**config.mk**
```make
export PLATFORM = sky130hd
export DESIGN_NAME = rsc_reset_ctrl
export DESIGN_NICKNAME = d
export VERILOG_FILES = /design/src/core/rsc_pulse_timer.v /design/src/core/rsc_reset_ctrl.v
export VERILOG_INCLUDE_DIRS = /design/src /design/src/core
export SDC_FILE = /design/constraint.sdc
export NUM_CORES = 1
export LEC_CHECK = 0
export BUFFER_PORTS_ARGS = -buffer_cell sky130_fd_sc_hd__buf_2
export CORE_AREA = 5 5 103 105
export CTS_CLUSTER_SIZE = 40
export DETAILED_ROUTE_END_ITERATION = 8
export DIE_AREA = 0 0 108 110
export GPL_TIMING_DRIVEN = 0
export PLACE_DENSITY = 0.79
export SYNTH_ARGS = -nofsm -noshare
export SYNTH_HDL_FRONTEND = slang
export SYNTH_HIERARCHICAL = 1
export SYNTH_SLANG_ARGS = --single-unit
```
**constraint.sdc**
```tcl
create_clock -name aclk -period 3.5 [get_ports aclk]
set_input_delay 0.175 -clock aclk [delete_from_list [all_inputs] [get_ports aclk]]
set_output_delay 0.175 -clock aclk [all_outputs]
set_load 0.03 [all_outputs]
```
**src/core/rsc_defines.vh**
```
// Constants for the reset state controller: register map, field positions,
// reset values, cause codes and slow-clock timing.
// Assumes inclusion by bare name from core/ sources; definitions only.
//
// Behaviour
// - Watchdog reset state lasts three slow cycles
// - Watchdog, full: cpu, peripherals, pin pulse
// - Own pin pulse never becomes user reset
// - Watchdog, cpu only: only processor reset
// - Watchdog reset disabled: fault ignored entirely
// - Priority: general, backup, watchdog, user, software
// - Watchdog fault preempts running software reset
// - Pin ignored during software reset
// - Watchdog state blocks user and software resets
// - Status bit 16 shows sampled pin level
// - Pin falling edge sets sticky seen bit
// - Interrupt: seen, user reset off, irq on
// - Status bit 17 busy during software reset
// - Writes need key byte 0xa5, else dropped
// - Command bits: cpu, peripherals, pin on one
// - Cause field bits 10:8, not cleared on read
// - User reset enable gates pin-low reset
// - Pin pulse lasts two to the power length-plus-one slow cycles
// - Software reset three slow cycles, immediate assert
// - Command writes ignored while software reset busy
// - Cause updated at processor reset release only
`ifndef RSC_DEFINES_VH
`define RSC_DEFINES_VH

`define RSC_ADDR_W        4
`define RSC_OFF_CMD       4'h0
`define RSC_OFF_STATUS    4'h4
`define RSC_OFF_MODE      4'h8

`define RSC_KEY_MSB       31
`define RSC_KEY_LSB       24
`define RSC_KEY_VALUE     8'ha5

`define RSC_CMD_CPU       0
`define RSC_CMD_PERIPH    2
`define RSC_CMD_PIN       3

`define RSC_ST_SEEN       0
`define RSC_ST_CAUSE_LSB  8
`define RSC_ST_CAUSE_MSB  10
`define RSC_ST_PIN_LVL    16
`define RSC_ST_BUSY       17

`define RSC_MD_UEN        0
`define RSC_MD_IEN        4
`define RSC_MD_LEN_LSB    8
`define RSC_MD_LEN_MSB    11
`define RSC_MD_UEN_RST    1'b1
`define RSC_MD_IEN_RST    1'b0
`define RSC_MD_LEN_RST    4'h0

`define RSC_CAUSE_GENERAL 3'h0
`define RSC_CAUSE_BACKUP  3'h1
`define RSC_CAUSE_WDOG    3'h2
`define RSC_CAUSE_SOFT    3'h3
`define RSC_CAUSE_USER    3'h4

`define RSC_RESP_OKAY     2'h0
`define RSC_RESP_SLVERR   2'h2

`define RSC_CLK_HZ        100000000
`define RSC_SLOW_HZ       32768
`define RSC_HOLD_LAST     2'h2
`define RSC_GUARD_LOAD    2'h3

`endif

```
**src/core/rsc_pulse_timer.v**
```verilog
// Pin pulse timer: counts 2^(len+1) slow ticks after a start pulse.
// Assumes tick is a one-cycle enable on the same clock as aclk.
`timescale 1ns/1ps
module rsc_pulse_timer #(
  parameter LEN_W = 4,
  parameter CNT_W = 17
) (
  input  wire             aclk,
  input  wire             aresetn,
  input  wire             tick,
  input  wire             start,
  input  wire [LEN_W-1:0] len,
  output wire             active
);
  reg  [CNT_W-1:0] cnt_ff;
  reg  [CNT_W-1:0] nxt_cnt;
  wire [CNT_W-1:0] one = {{(CNT_W-1){1'b0}}, 1'b1};

  assign active = |cnt_ff;

  always @*
  begin
    nxt_cnt = cnt_ff;
    if (start)
      // One extra bit keeps the largest length from wrapping the shift to zero.
      nxt_cnt = one << ({1'b0, len} + {{LEN_W{1'b0}}, 1'b1});
    else if (tick && active)
      nxt_cnt = cnt_ff - one;
  end

  always @(posedge aclk)
  begin
    if (!aresetn)
      cnt_ff <= {CNT_W{1'b0}};
    else
      cnt_ff <= nxt_cnt;
  end
endmodule

```
**src/core/rsc_reset_ctrl.v**
```verilog
// Reset state controller with an AXI4-Lite register port.
// Assumes one 100 MHz clock; the slow clock is a divided enable pulse.
// Supply requests and the reset pin are asynchronous and synchronised here.
`timescale 1ns/1ps
`include "rsc_defines.vh"
module rsc_reset_ctrl #(
  parameter SLOW_DIV = `RSC_CLK_HZ / `RSC_SLOW_HZ
) (
  input  wire        aclk,
  input  wire        aresetn,
  input  wire [3:0]  s_axi_awaddr,
  input  wire [2:0]  s_axi_awprot,
  input  wire        s_axi_awvalid,
  output wire        s_axi_awready,
  input  wire [31:0] s_axi_wdata,
  input  wire [3:0]  s_axi_wstrb,
  input  wire        s_axi_wvalid,
  output wire        s_axi_wready,
  output wire [1:0]  s_axi_bresp,
  output wire        s_axi_bvalid,
  input  wire        s_axi_bready,
  input  wire [3:0]  s_axi_araddr,
  input  wire [2:0]  s_axi_arprot,
  input  wire        s_axi_arvalid,
  output wire        s_axi_arready,
  output wire [31:0] s_axi_rdata,
  output wire [1:0]  s_axi_rresp,
  output wire        s_axi_rvalid,
  input  wire        s_axi_rready,
  input  wire        general_reset_req,
  input  wire        backup_reset_req,
  input  wire        watchdog_fault,
  input  wire        watchdog_reset_enable,
  input  wire        watchdog_proc_only,
  input  wire        pin_in,
  output wire        pin_out,
  output wire        pin_oe,
  output wire        cpu_reset_n,
  output wire        periph_reset_n,
  output wire        reset_irq
);
  localparam ST_GEN  = 3'h0;
  localparam ST_BKP  = 3'h1;
  localparam ST_WDT  = 3'h2;
  localparam ST_SOFT = 3'h3;
  localparam ST_USER = 3'h4;
  localparam ST_IDLE = 3'h5;
  localparam DIV_W   = 16;
  localparam [DIV_W-1:0] DIV_LAST = SLOW_DIV[DIV_W-1:0] - 16'h0001;

  // Slow clock enable.
  reg  [DIV_W-1:0] div_ff;
  reg              tick_ff;
  always @(posedge aclk)
  begin
    if (!aresetn)
    begin
      div_ff  <= {DIV_W{1'b0}};
      tick_ff <= 1'b0;
    end
    else
    begin
      tick_ff <= (div_ff == DIV_LAST);
      div_ff  <= (div_ff == DIV_LAST) ? {DIV_W{1'b0}} : div_ff + 16'h0001;
    end
  end

  // Asynchronous inputs pass two flops first.
  reg pin_s1_ff, pin_s2_ff, pin_lvl_ff;
  reg gen_s1_ff, gen_s2_ff, bkp_s1_ff, bkp_s2_ff;
  reg pin_sl1_ff, pin_sl2_ff;
  always @(posedge aclk)
  begin
    if (!aresetn)
    begin
      // The pin is pulled low during reset, so no false edge follows release.
      pin_s1_ff  <= 1'b0;
      pin_s2_ff  <= 1'b0;
      pin_lvl_ff <= 1'b0;
      gen_s1_ff  <= 1'b0;
      gen_s2_ff  <= 1'b0;
      bkp_s1_ff  <= 1'b0;
      bkp_s2_ff  <= 1'b0;
      pin_sl1_ff <= 1'b1;
      pin_sl2_ff <= 1'b1;
    end
    else
    begin
      pin_s1_ff  <= pin_in;
      pin_s2_ff  <= pin_s1_ff;
      pin_lvl_ff <= pin_s2_ff;
      gen_s1_ff  <= general_reset_req;
      gen_s2_ff  <= gen_s1_ff;
      bkp_s1_ff  <= backup_reset_req;
      bkp_s2_ff  <= bkp_s1_ff;
      if (tick_ff)
      begin
        pin_sl1_ff <= pin_s2_ff;
        pin_sl2_ff <= pin_sl1_ff;
      end
    end
  end

  // AXI4-Lite slave: one write and one read outstanding.
  reg        awready_ff, wready_ff, bvalid_ff, arready_ff, rvalid_ff;
  reg        aw_full_ff, w_full_ff;
  reg [3:0]  awaddr_ff;
  reg [31:0] wdata_ff;
  reg [3:0]  wstrb_ff;
  reg [1:0]  bresp_ff, rresp_ff;
  reg [31:0] rdata_ff;

  wire aw_hs   = s_axi_awvalid & awready_ff;
  wire w_hs    = s_axi_wvalid & wready_ff;
  wire ar_hs   = s_axi_arvalid & arready_ff;
  wire wr_fire = aw_full_ff & w_full_ff & ~bvalid_ff;
  wire wr_map  = (awaddr_ff == `RSC_OFF_CMD) | (awaddr_ff == `RSC_OFF_MODE);
  wire key_ok  = wstrb_ff[3] & (wdata_ff[`RSC_KEY_MSB:`RSC_KEY_LSB] == `RSC_KEY_VALUE);
  wire cmd_wr  = wr_fire & key_ok & (awaddr_ff == `RSC_OFF_CMD) & wstrb_ff[0];
  wire mode_wr = wr_fire & key_ok & (awaddr_ff == `RSC_OFF_MODE);
  wire st_rd   = ar_hs & (s_axi_araddr == `RSC_OFF_STATUS);

  // Mode register.
  reg       uen_ff, ien_ff;
  reg [3:0] len_ff;
  always @(posedge aclk)
  begin
    if (!aresetn)
    begin
      uen_ff <= `RSC_MD_UEN_RST;
      ien_ff <= `RSC_MD_IEN_RST;
      len_ff <= `RSC_MD_LEN_RST;
    end
    else if (mode_wr)
    begin
      if (wstrb_ff[0])
      begin
        uen_ff <= wdata_ff[`RSC_MD_UEN];
        ien_ff <= wdata_ff[`RSC_MD_IEN];
      end
      if (wstrb_ff[1])
        len_ff <= wdata_ff[`RSC_MD_LEN_MSB:`RSC_MD_LEN_LSB];
    end
  end

  // Reset state machine.
  reg  [2:0] state_ff, nxt_state;
  reg  [1:0] cnt_ff, nxt_cnt;
  reg  [1:0] guard_ff;
  reg        soft_cpu_ff, nxt_soft_cpu;
  reg        soft_per_ff, nxt_soft_per;
  reg        wdt_po_ff, nxt_wdt_po;
  reg        wdt_pend_ff;
  reg        pin_start;
  reg        wdt_take;
  reg  [2:0] cause_ff;
  reg        seen_ff, nxt_seen;
  reg        cpu_n_ff, per_n_ff, oe_ff, irq_ff;
  reg        nxt_cpu_n, nxt_per_n;
  wire       timer_active;
  wire       busy     = (state_ff == ST_SOFT);
  reg        soft_pin_ff, nxt_soft_pin;
  wire       wd_cpu   = wdata_ff[`RSC_CMD_CPU];
  wire       wd_per   = wdata_ff[`RSC_CMD_PERIPH];
  wire       wd_pin   = wdata_ff[`RSC_CMD_PIN];
  wire       user_req = ~pin_sl2_ff & ~timer_active & (guard_ff == 2'h0);

  wire       wdt_set  = watchdog_fault & watchdog_reset_enable &
                        (state_ff != ST_WDT) & (state_ff != ST_USER);
  always @(posedge aclk)
  begin
    if (!aresetn)
      wdt_pend_ff <= 1'b0;
    else
      wdt_pend_ff <= wdt_set | (wdt_pend_ff & ~wdt_take);
  end

  always @*
  begin
    nxt_state    = state_ff;
    nxt_cnt      = cnt_ff;
    nxt_soft_cpu = soft_cpu_ff;
    nxt_soft_per = soft_per_ff;
    nxt_wdt_po   = wdt_po_ff;
    nxt_soft_pin = soft_pin_ff & ~tick_ff;
    pin_start    = 1'b0;
    wdt_take     = 1'b0;
    if (tick_ff)
    begin
      if (gen_s2_ff)
        nxt_state = ST_GEN;
      else if (bkp_s2_ff)
      begin
        // The count stays at zero while held, so release takes three ticks.
        nxt_state = ST_BKP;
        nxt_cnt   = 2'h0;
      end
      else if (wdt_pend_ff && state_ff != ST_GEN && state_ff != ST_BKP)
      begin
        wdt_take     = 1'b1;
        nxt_state    = ST_WDT;
        nxt_cnt      = 2'h0;
        nxt_wdt_po   = watchdog_proc_only;
        nxt_soft_cpu = 1'b0;
        nxt_soft_per = 1'b0;
        pin_start    = ~watchdog_proc_only;
      end
      else
      begin
        case (state_ff)
          ST_GEN:
          begin
            nxt_state = ST_IDLE;
            pin_start = 1'b1;
          end
          ST_BKP:
          begin
            if (cnt_ff == `RSC_HOLD_LAST)
              nxt_state = ST_IDLE;
            else
              nxt_cnt = cnt_ff + 2'h1;
          end
          ST_WDT:
          begin
            if (cnt_ff == `RSC_HOLD_LAST)
              nxt_state = ST_IDLE;
            else
              nxt_cnt = cnt_ff + 2'h1;
          end
          ST_SOFT:
          begin
            if (cnt_ff == `RSC_HOLD_LAST)
            begin
              nxt_state    = ST_IDLE;
              nxt_soft_cpu = 1'b0;
              nxt_soft_per = 1'b0;
            end
            else
              nxt_cnt = cnt_ff + 2'h1;
          end
          ST_USER:
          begin
            if (!pin_sl2_ff)
              nxt_cnt = 2'h0;
            else if (cnt_ff == `RSC_HOLD_LAST)
              nxt_state = ST_IDLE;
            else
              nxt_cnt = cnt_ff + 2'h1;
          end
          ST_IDLE:
          begin
            if (uen_ff && user_req)
            begin
              nxt_state = ST_USER;
              nxt_cnt   = 2'h0;
            end
          end
          default:
            nxt_state = ST_IDLE;
        endcase
      end
    end
    // A software pin pulse starts on a slow tick so it lasts whole slow cycles.
    if (tick_ff && soft_pin_ff)
      pin_start = 1'b1;
    if (cmd_wr && state_ff == ST_IDLE && nxt_state == ST_IDLE && (wd_cpu | wd_per | wd_pin))
    begin
      nxt_state    = ST_SOFT;
      nxt_cnt      = 2'h0;
      nxt_soft_cpu = wd_cpu;
      nxt_soft_per = wd_per;
      nxt_soft_pin = wd_pin;
    end
  end

  always @*
  begin
    nxt_cpu_n = 1'b1;
    nxt_per_n = 1'b1;
    case (nxt_state)
      ST_GEN, ST_BKP, ST_USER:
      begin
        nxt_cpu_n = 1'b0;
        nxt_per_n = 1'b0;
      end
      ST_WDT:
      begin
        nxt_cpu_n = 1'b0;
        nxt_per_n = nxt_wdt_po;
      end
      ST_SOFT:
      begin
        nxt_cpu_n = ~nxt_soft_cpu;
        nxt_per_n = ~nxt_soft_per;
      end
      default:
      begin
        nxt_cpu_n = 1'b1;
        nxt_per_n = 1'b1;
      end
    endcase
  end

  always @*
  begin
    nxt_seen = (seen_ff & ~st_rd) | (pin_lvl_ff & ~pin_s2_ff);
  end

  always @(posedge aclk)
  begin
    if (!aresetn)
    begin
      state_ff    <= ST_GEN;
      cnt_ff      <= 2'h0;
      soft_cpu_ff <= 1'b0;
      soft_per_ff <= 1'b0;
      wdt_po_ff   <= 1'b0;
      soft_pin_ff <= 1'b0;
      cause_ff    <= `RSC_CAUSE_GENERAL;
      seen_ff     <= 1'b0;
      cpu_n_ff    <= 1'b0;
      per_n_ff    <= 1'b0;
      oe_ff       <= 1'b1;
      irq_ff      <= 1'b0;
      guard_ff    <= `RSC_GUARD_LOAD;
    end
    else
    begin
      state_ff    <= nxt_state;
      cnt_ff      <= nxt_cnt;
      soft_cpu_ff <= nxt_soft_cpu;
      soft_per_ff <= nxt_soft_per;
      wdt_po_ff   <= nxt_wdt_po;
      soft_pin_ff <= nxt_soft_pin;
      cpu_n_ff    <= nxt_cpu_n;
      per_n_ff    <= nxt_per_n;
      seen_ff     <= nxt_seen;
      oe_ff       <= timer_active | (state_ff == ST_GEN);
      irq_ff      <= nxt_seen & ~uen_ff & ien_ff;
      // The guard spans the two-stage slow resync after our own pulse ends.
      if (timer_active || state_ff == ST_GEN)
        guard_ff <= `RSC_GUARD_LOAD;
      else if (tick_ff && guard_ff != 2'h0)
        guard_ff <= guard_ff - 2'h1;
      if (nxt_cpu_n && !cpu_n_ff)
        cause_ff <= state_ff;
    end
  end

  rsc_pulse_timer #(
    .LEN_W (4),
    .CNT_W (17)
  ) u_pin_timer (
    .aclk    (aclk),
    .aresetn (aresetn),
    .tick    (tick_ff),
    .start   (pin_start),
    .len     (len_ff),
    .active  (timer_active)
  );

  // Bus channel handling.
  always @(posedge aclk)
  begin
    if (!aresetn)
    begin
      awready_ff <= 1'b1;
      wready_ff  <= 1'b1;
      aw_full_ff <= 1'b0;
      w_full_ff  <= 1'b0;
      bvalid_ff  <= 1'b0;
      bresp_ff   <= `RSC_RESP_OKAY;
      awaddr_ff  <= 4'h0;
      wdata_ff   <= 32'h0000_0000;
      wstrb_ff   <= 4'h0;
      arready_ff <= 1'b1;
      rvalid_ff  <= 1'b0;
      rresp_ff   <= `RSC_RESP_OKAY;
      rdata_ff   <= 32'h0000_0000;
    end
    else
    begin
      if (aw_hs)
      begin
        awaddr_ff  <= s_axi_awaddr;
        aw_full_ff <= 1'b1;
        awready_ff <= 1'b0;
      end
      if (w_hs)
      begin
        wdata_ff  <= s_axi_wdata;
        wstrb_ff  <= s_axi_wstrb;
        w_full_ff <= 1'b1;
        wready_ff <= 1'b0;
      end
      if (wr_fire)
      begin
        bvalid_ff  <= 1'b1;
        bresp_ff   <= wr_map ? `RSC_RESP_OKAY : `RSC_RESP_SLVERR;
        aw_full_ff <= 1'b0;
        w_full_ff  <= 1'b0;
      end
      if (bvalid_ff && s_axi_bready)
      begin
        bvalid_ff  <= 1'b0;
        awready_ff <= 1'b1;
        wready_ff  <= 1'b1;
      end
      if (ar_hs)
      begin
        arready_ff <= 1'b0;
        rvalid_ff  <= 1'b1;
        rresp_ff   <= `RSC_RESP_OKAY;
        rdata_ff   <= 32'h0000_0000;
        case (s_axi_araddr)
          `RSC_OFF_CMD:
            rdata_ff <= 32'h0000_0000;
          `RSC_OFF_STATUS:
          begin
            rdata_ff[`RSC_ST_SEEN]                       <= seen_ff;
            rdata_ff[`RSC_ST_CAUSE_MSB:`RSC_ST_CAUSE_LSB] <= cause_ff;
            rdata_ff[`RSC_ST_PIN_LVL]                    <= pin_lvl_ff;
            rdata_ff[`RSC_ST_BUSY]                       <= busy;
          end
          `RSC_OFF_MODE:
          begin
            rdata_ff[`RSC_MD_UEN]                     <= uen_ff;
            rdata_ff[`RSC_MD_IEN]                     <= ien_ff;
            rdata_ff[`RSC_MD_LEN_MSB:`RSC_MD_LEN_LSB] <= len_ff;
          end
          default:
            rresp_ff <= `RSC_RESP_SLVERR;
        endcase
      end
      if (rvalid_ff && s_axi_rready)
      begin
        rvalid_ff  <= 1'b0;
        arready_ff <= 1'b1;
      end
    end
  end

  reg pin_out_ff;
  always @(posedge aclk)
  begin
    pin_out_ff <= 1'b0;
  end

  assign s_axi_awready  = awready_ff;
  assign s_axi_wready   = wready_ff;
  assign s_axi_bvalid   = bvalid_ff;
  assign s_axi_bresp    = bresp_ff;
  assign s_axi_arready  = arready_ff;
  assign s_axi_rvalid   = rvalid_ff;
  assign s_axi_rresp    = rresp_ff;
  assign s_axi_rdata    = rdata_ff;
  assign pin_out        = pin_out_ff;
  assign pin_oe         = oe_ff;
  assign cpu_reset_n    = cpu_n_ff;
  assign periph_reset_n = per_n_ff;
  assign reset_irq      = irq_ff;
endmodule

```
==> results.sh <==
export IMPL_crit_path_end_kind="flip-flop"
export IMPL_gp_congestion=0.9303
export IMPL_syn_to_final_growth_pct=14.33
export IMPL_synth_compound_area_share_pct=17.27
export IMPL_yosys_warnings=6
export IMPL_grt_util_all_layers_pct=19.99
export IMPL_fill_cells=852
export IMPL_ys_flop_type="dfxtp_1"
export IMPL_period_needed_ns=3.043
export IMPL_die_h_um=110
export IMPL_powerDensity_nw_per_um2=374.9
export IMPL_clk_latency_ns=0.37
export IMPL_p_leak_nw=2.421
export IMPL_final_antenna_net_count=0
export IMPL_crit_type="flip-flop to flip-flop"
export IMPL_ys_types=70
export IMPL_path_clk_slew_ns=0.10
export IMPL_drcViolationCount=0
export IMPL_final_core_util_pct=61.06
export IMPL_worst_slew_pin_slew_ns=0.8089
export IMPL_wl_um=11670
export IMPL_skew_ns=0.01210
export IMPL_coreArea_um2=9549
export IMPL_ir_drop_v=0.0002389
export IMPL_htreeDepth=3
export IMPL_maxCapViolations=0
export IMPL_diodes=0
export IMPL_place_inst=824
export IMPL_arrival_ns=3.30
export IMPL_grt_pass1_wl_um=19390
export IMPL_synth_top_family_by_area="simple AND/OR/NAND/NOR gates"
export IMPL_syn_area_um2=5100
export IMPL_synth_cells=607
export IMPL_maxSlewHeadroom_pct=45.96
export IMPL_synth_mux_area_share_pct=2.797
export IMPL_wire_per_inst_um=13.89
export IMPL_setup_viol=0
export IMPL_crit_required_ns=3.76
export IMPL_syn_area_per_cell_um2=8.402
export IMPL_yosys_area_share_adder_pct=1.472
export IMPL_finalSetupTns_ns=0
export IMPL_die_area_um2=11880
export IMPL_post_route_period_util_pct=86.94
export IMPL_start_util_pct=53.41
export IMPL_r2r_worst_path_cells=12
export IMPL_rows=36
export IMPL_ys_seq_area_share_pct=42.79
export IMPL_critPathLaunchType="flip-flop"
export IMPL_grt_max_degree=18
export IMPL_cts_resized_gates=0
export IMPL_io_pins=109
export IMPL_ys_async_sr_fraction_pct=0
export IMPL_cts_sinks=109
export IMPL_die_w_um=108
export IMPL_viasPerCell=5.417
export IMPL_cts_tree="built"
export IMPL_drt_pass1_iter_count=7
export IMPL_synth_edf_count=0
export IMPL_synth_simple_gate_area_share_pct=25.07
export IMPL_dp_hpwl_um=8810
export IMPL_grt_pass1_vias=4273
export IMPL_power_w=0.002186
export IMPL_max_freq_mhz=328.6
export IMPL_num_nets_final=771
export IMPL_clockRootBuffer="clkbuf_8"
export IMPL_cts_hold_fix_buffers=0
export IMPL_cts_buffers=9
export IMPL_hold_viol_final=0
export IMPL_synth_xor_area_share_pct=2.920
export IMPL_final_cell_area_um2=5831
export IMPL_portBuffers=58
export IMPL_dpl_cell_area_um2=5654
export IMPL_cts_setup_buffers=0
export IMPL_hold_path_class="primary input to flip-flop"
export IMPL_grt_antenna_before_repair=0
export IMPL_ys_seq_elements=109
export IMPL_slew_violations=0
export IMPL_rsz0062_at_grt="false"
export IMPL_hold_depth=2
export IMPL_dr_first_iter_drc_count=232
export IMPL_num_vias=4550
export IMPL_grt_ovfl_total=0
export IMPL_status="finished clean"
export IMPL_drive_gt1_share_pct=16.97
export IMPL_max_clock_path_buffers=2
export IMPL_crit_fanout=10
export IMPL_layout_cells_non_filler=840
[critical path, cell delays in order (launching register included)]
cell	delay [ns]
dfxtp_1	0.35
buf_1	0.26
or2_2	0.41
nor2_1	0.21
a31oi_1	0.07
nor3_1	0.19
nor2_1	0.07
nor2_1	0.30
and3_1	0.20
buf_1	0.22
a21oi_1	0.10
mux2_2	0.28
nor4b_1	0.26
[power breakdown]
part	switching (W)	internal, W
Clock	0.000419	0.000276
Sequential	0.0000233	0.00127
Combinational	0.000126	0.0000708
[cells in the mapped netlist (all sizes together) (3+ instances only)]
cell type / instances / area, um^2
o31ai: 8 / 60.06
dfxtp: 109 / 2182
nor3: 8 / 40.04
o21a: 6 / 45.04
and2: 12 / 75.07
buf: 32 / 230.2
ha: 6 / 75.07
o211ai: 5 / 37.54
nor4: 5 / 31.28
inv: 27 / 101.3
o21ai: 15 / 78.83
clkbuf: 15 / 56.30
xor2: 8 / 70.07
nand4: 5 / 31.28
nor2b: 8 / 50.05
o311ai: 3 / 26.28
or2: 3 / 18.77
nor2: 57 / 214.0
mux2i: 12 / 120.1
or3: 10 / 68.82
nand2b: 6 / 37.54
nor3b: 7 / 52.55
nand2: 90 / 345.3
and3: 7 / 43.79
o22ai: 7 / 50.05
nor4b: 3 / 26.28
a31oi: 7 / 43.79
a222oi: 4 / 40.04
o41ai: 3 / 63.81
or4: 3 / 23.77
xnor2: 9 / 78.83
a21oi: 49 / 245.2
a22oi: 5 / 37.54
nand3: 20 / 100.1
[final timing paths]
check,startpoint,end,slack (ns)
setup / recovery,state_ff[2],u_pin_timer/cnt_ff[15],0.46
hold / removal,s_axi_wvalid,s_axi_wready,0.006
setup reg to reg,state_ff[2],u_pin_timer/cnt_ff[15],0.46
hold reg to reg,bkp_s1_ff,bkp_s2_ff,0.46
[layout by cell type, fill, tap and decap left out, drive strengths merged, types with 15 or more instances in the layout]
| cell type | Yosys | routed |
|---|---|---|
| o21ai | 15 | 15 |
| conb | 1 | 27 |
| inv | 27 | 27 |
| nand2 | 90 | 90 |
| nand3 | 20 | 20 |
| buf | 32 | 90 |
| dfxtp | 109 | 109 |
| clkbuf | 15 | 25 |
| nor2 | 57 | 57 |
| a21oi | 49 | 49 |
[per-layer routing]
metal,GRT usage [%],routed length (um),up-vias
met5,0,0,-
met1,26.63,5291,2102
met2,32.82,5392,165
met3,3.553,820,15
met4,7.033,166,0
li1,-,-,2268
[metrics by stage]
step                hold slack (ns)  setup slack (ns)
floorplan                    0.2754             1.020
global placement             0.3837            0.5830
detailed placement           0.3853            0.4927
CTS                      0.00003852            0.4520
global route                0.01636            0.1754
finish                     0.006397            0.4571
[logic make-up after synthesis]
kind of cell / count (synthesis)
AOI/OAI and AO/OA: 129
adders and majority gates: 6
and+or+nand+nor: 257
buffers and inverters: 74
other: 1
muxes: 14
DFF: 109
xor gates and xnor gates: 17
[registers in the layout, indices dropped and copies added, names as in the netlist, 2 cells and up]
name and flops:
wstrb_ff 3, awaddr_ff 4, len_ff 4, u_pin_timer/cnt_ff 17, cnt_ff 2, guard_ff 2, wdata_ff 16, s_axi_rdata 8
state_ff 3, div_ff 16, cause_ff 3
[cell type report]
cell class | count | area (um^2) | area share (%)
timing repair buffer | 58 | 290.3 | 4.979
inverter | 27 | 101.3 | 1.738
tap | 133 | 166.4 | 2.854
clock buffer | 10 | 137.6 | 2.361
buffer | 47 | 286.5 | 4.914
clock inverter | 6 | 38.79 | 0.6652
multi-input combinational | 450 | 2628 | 45.06
sequential | 109 | 2182 | 37.42
No activity file was read; power rests on OpenSTA's default activity.
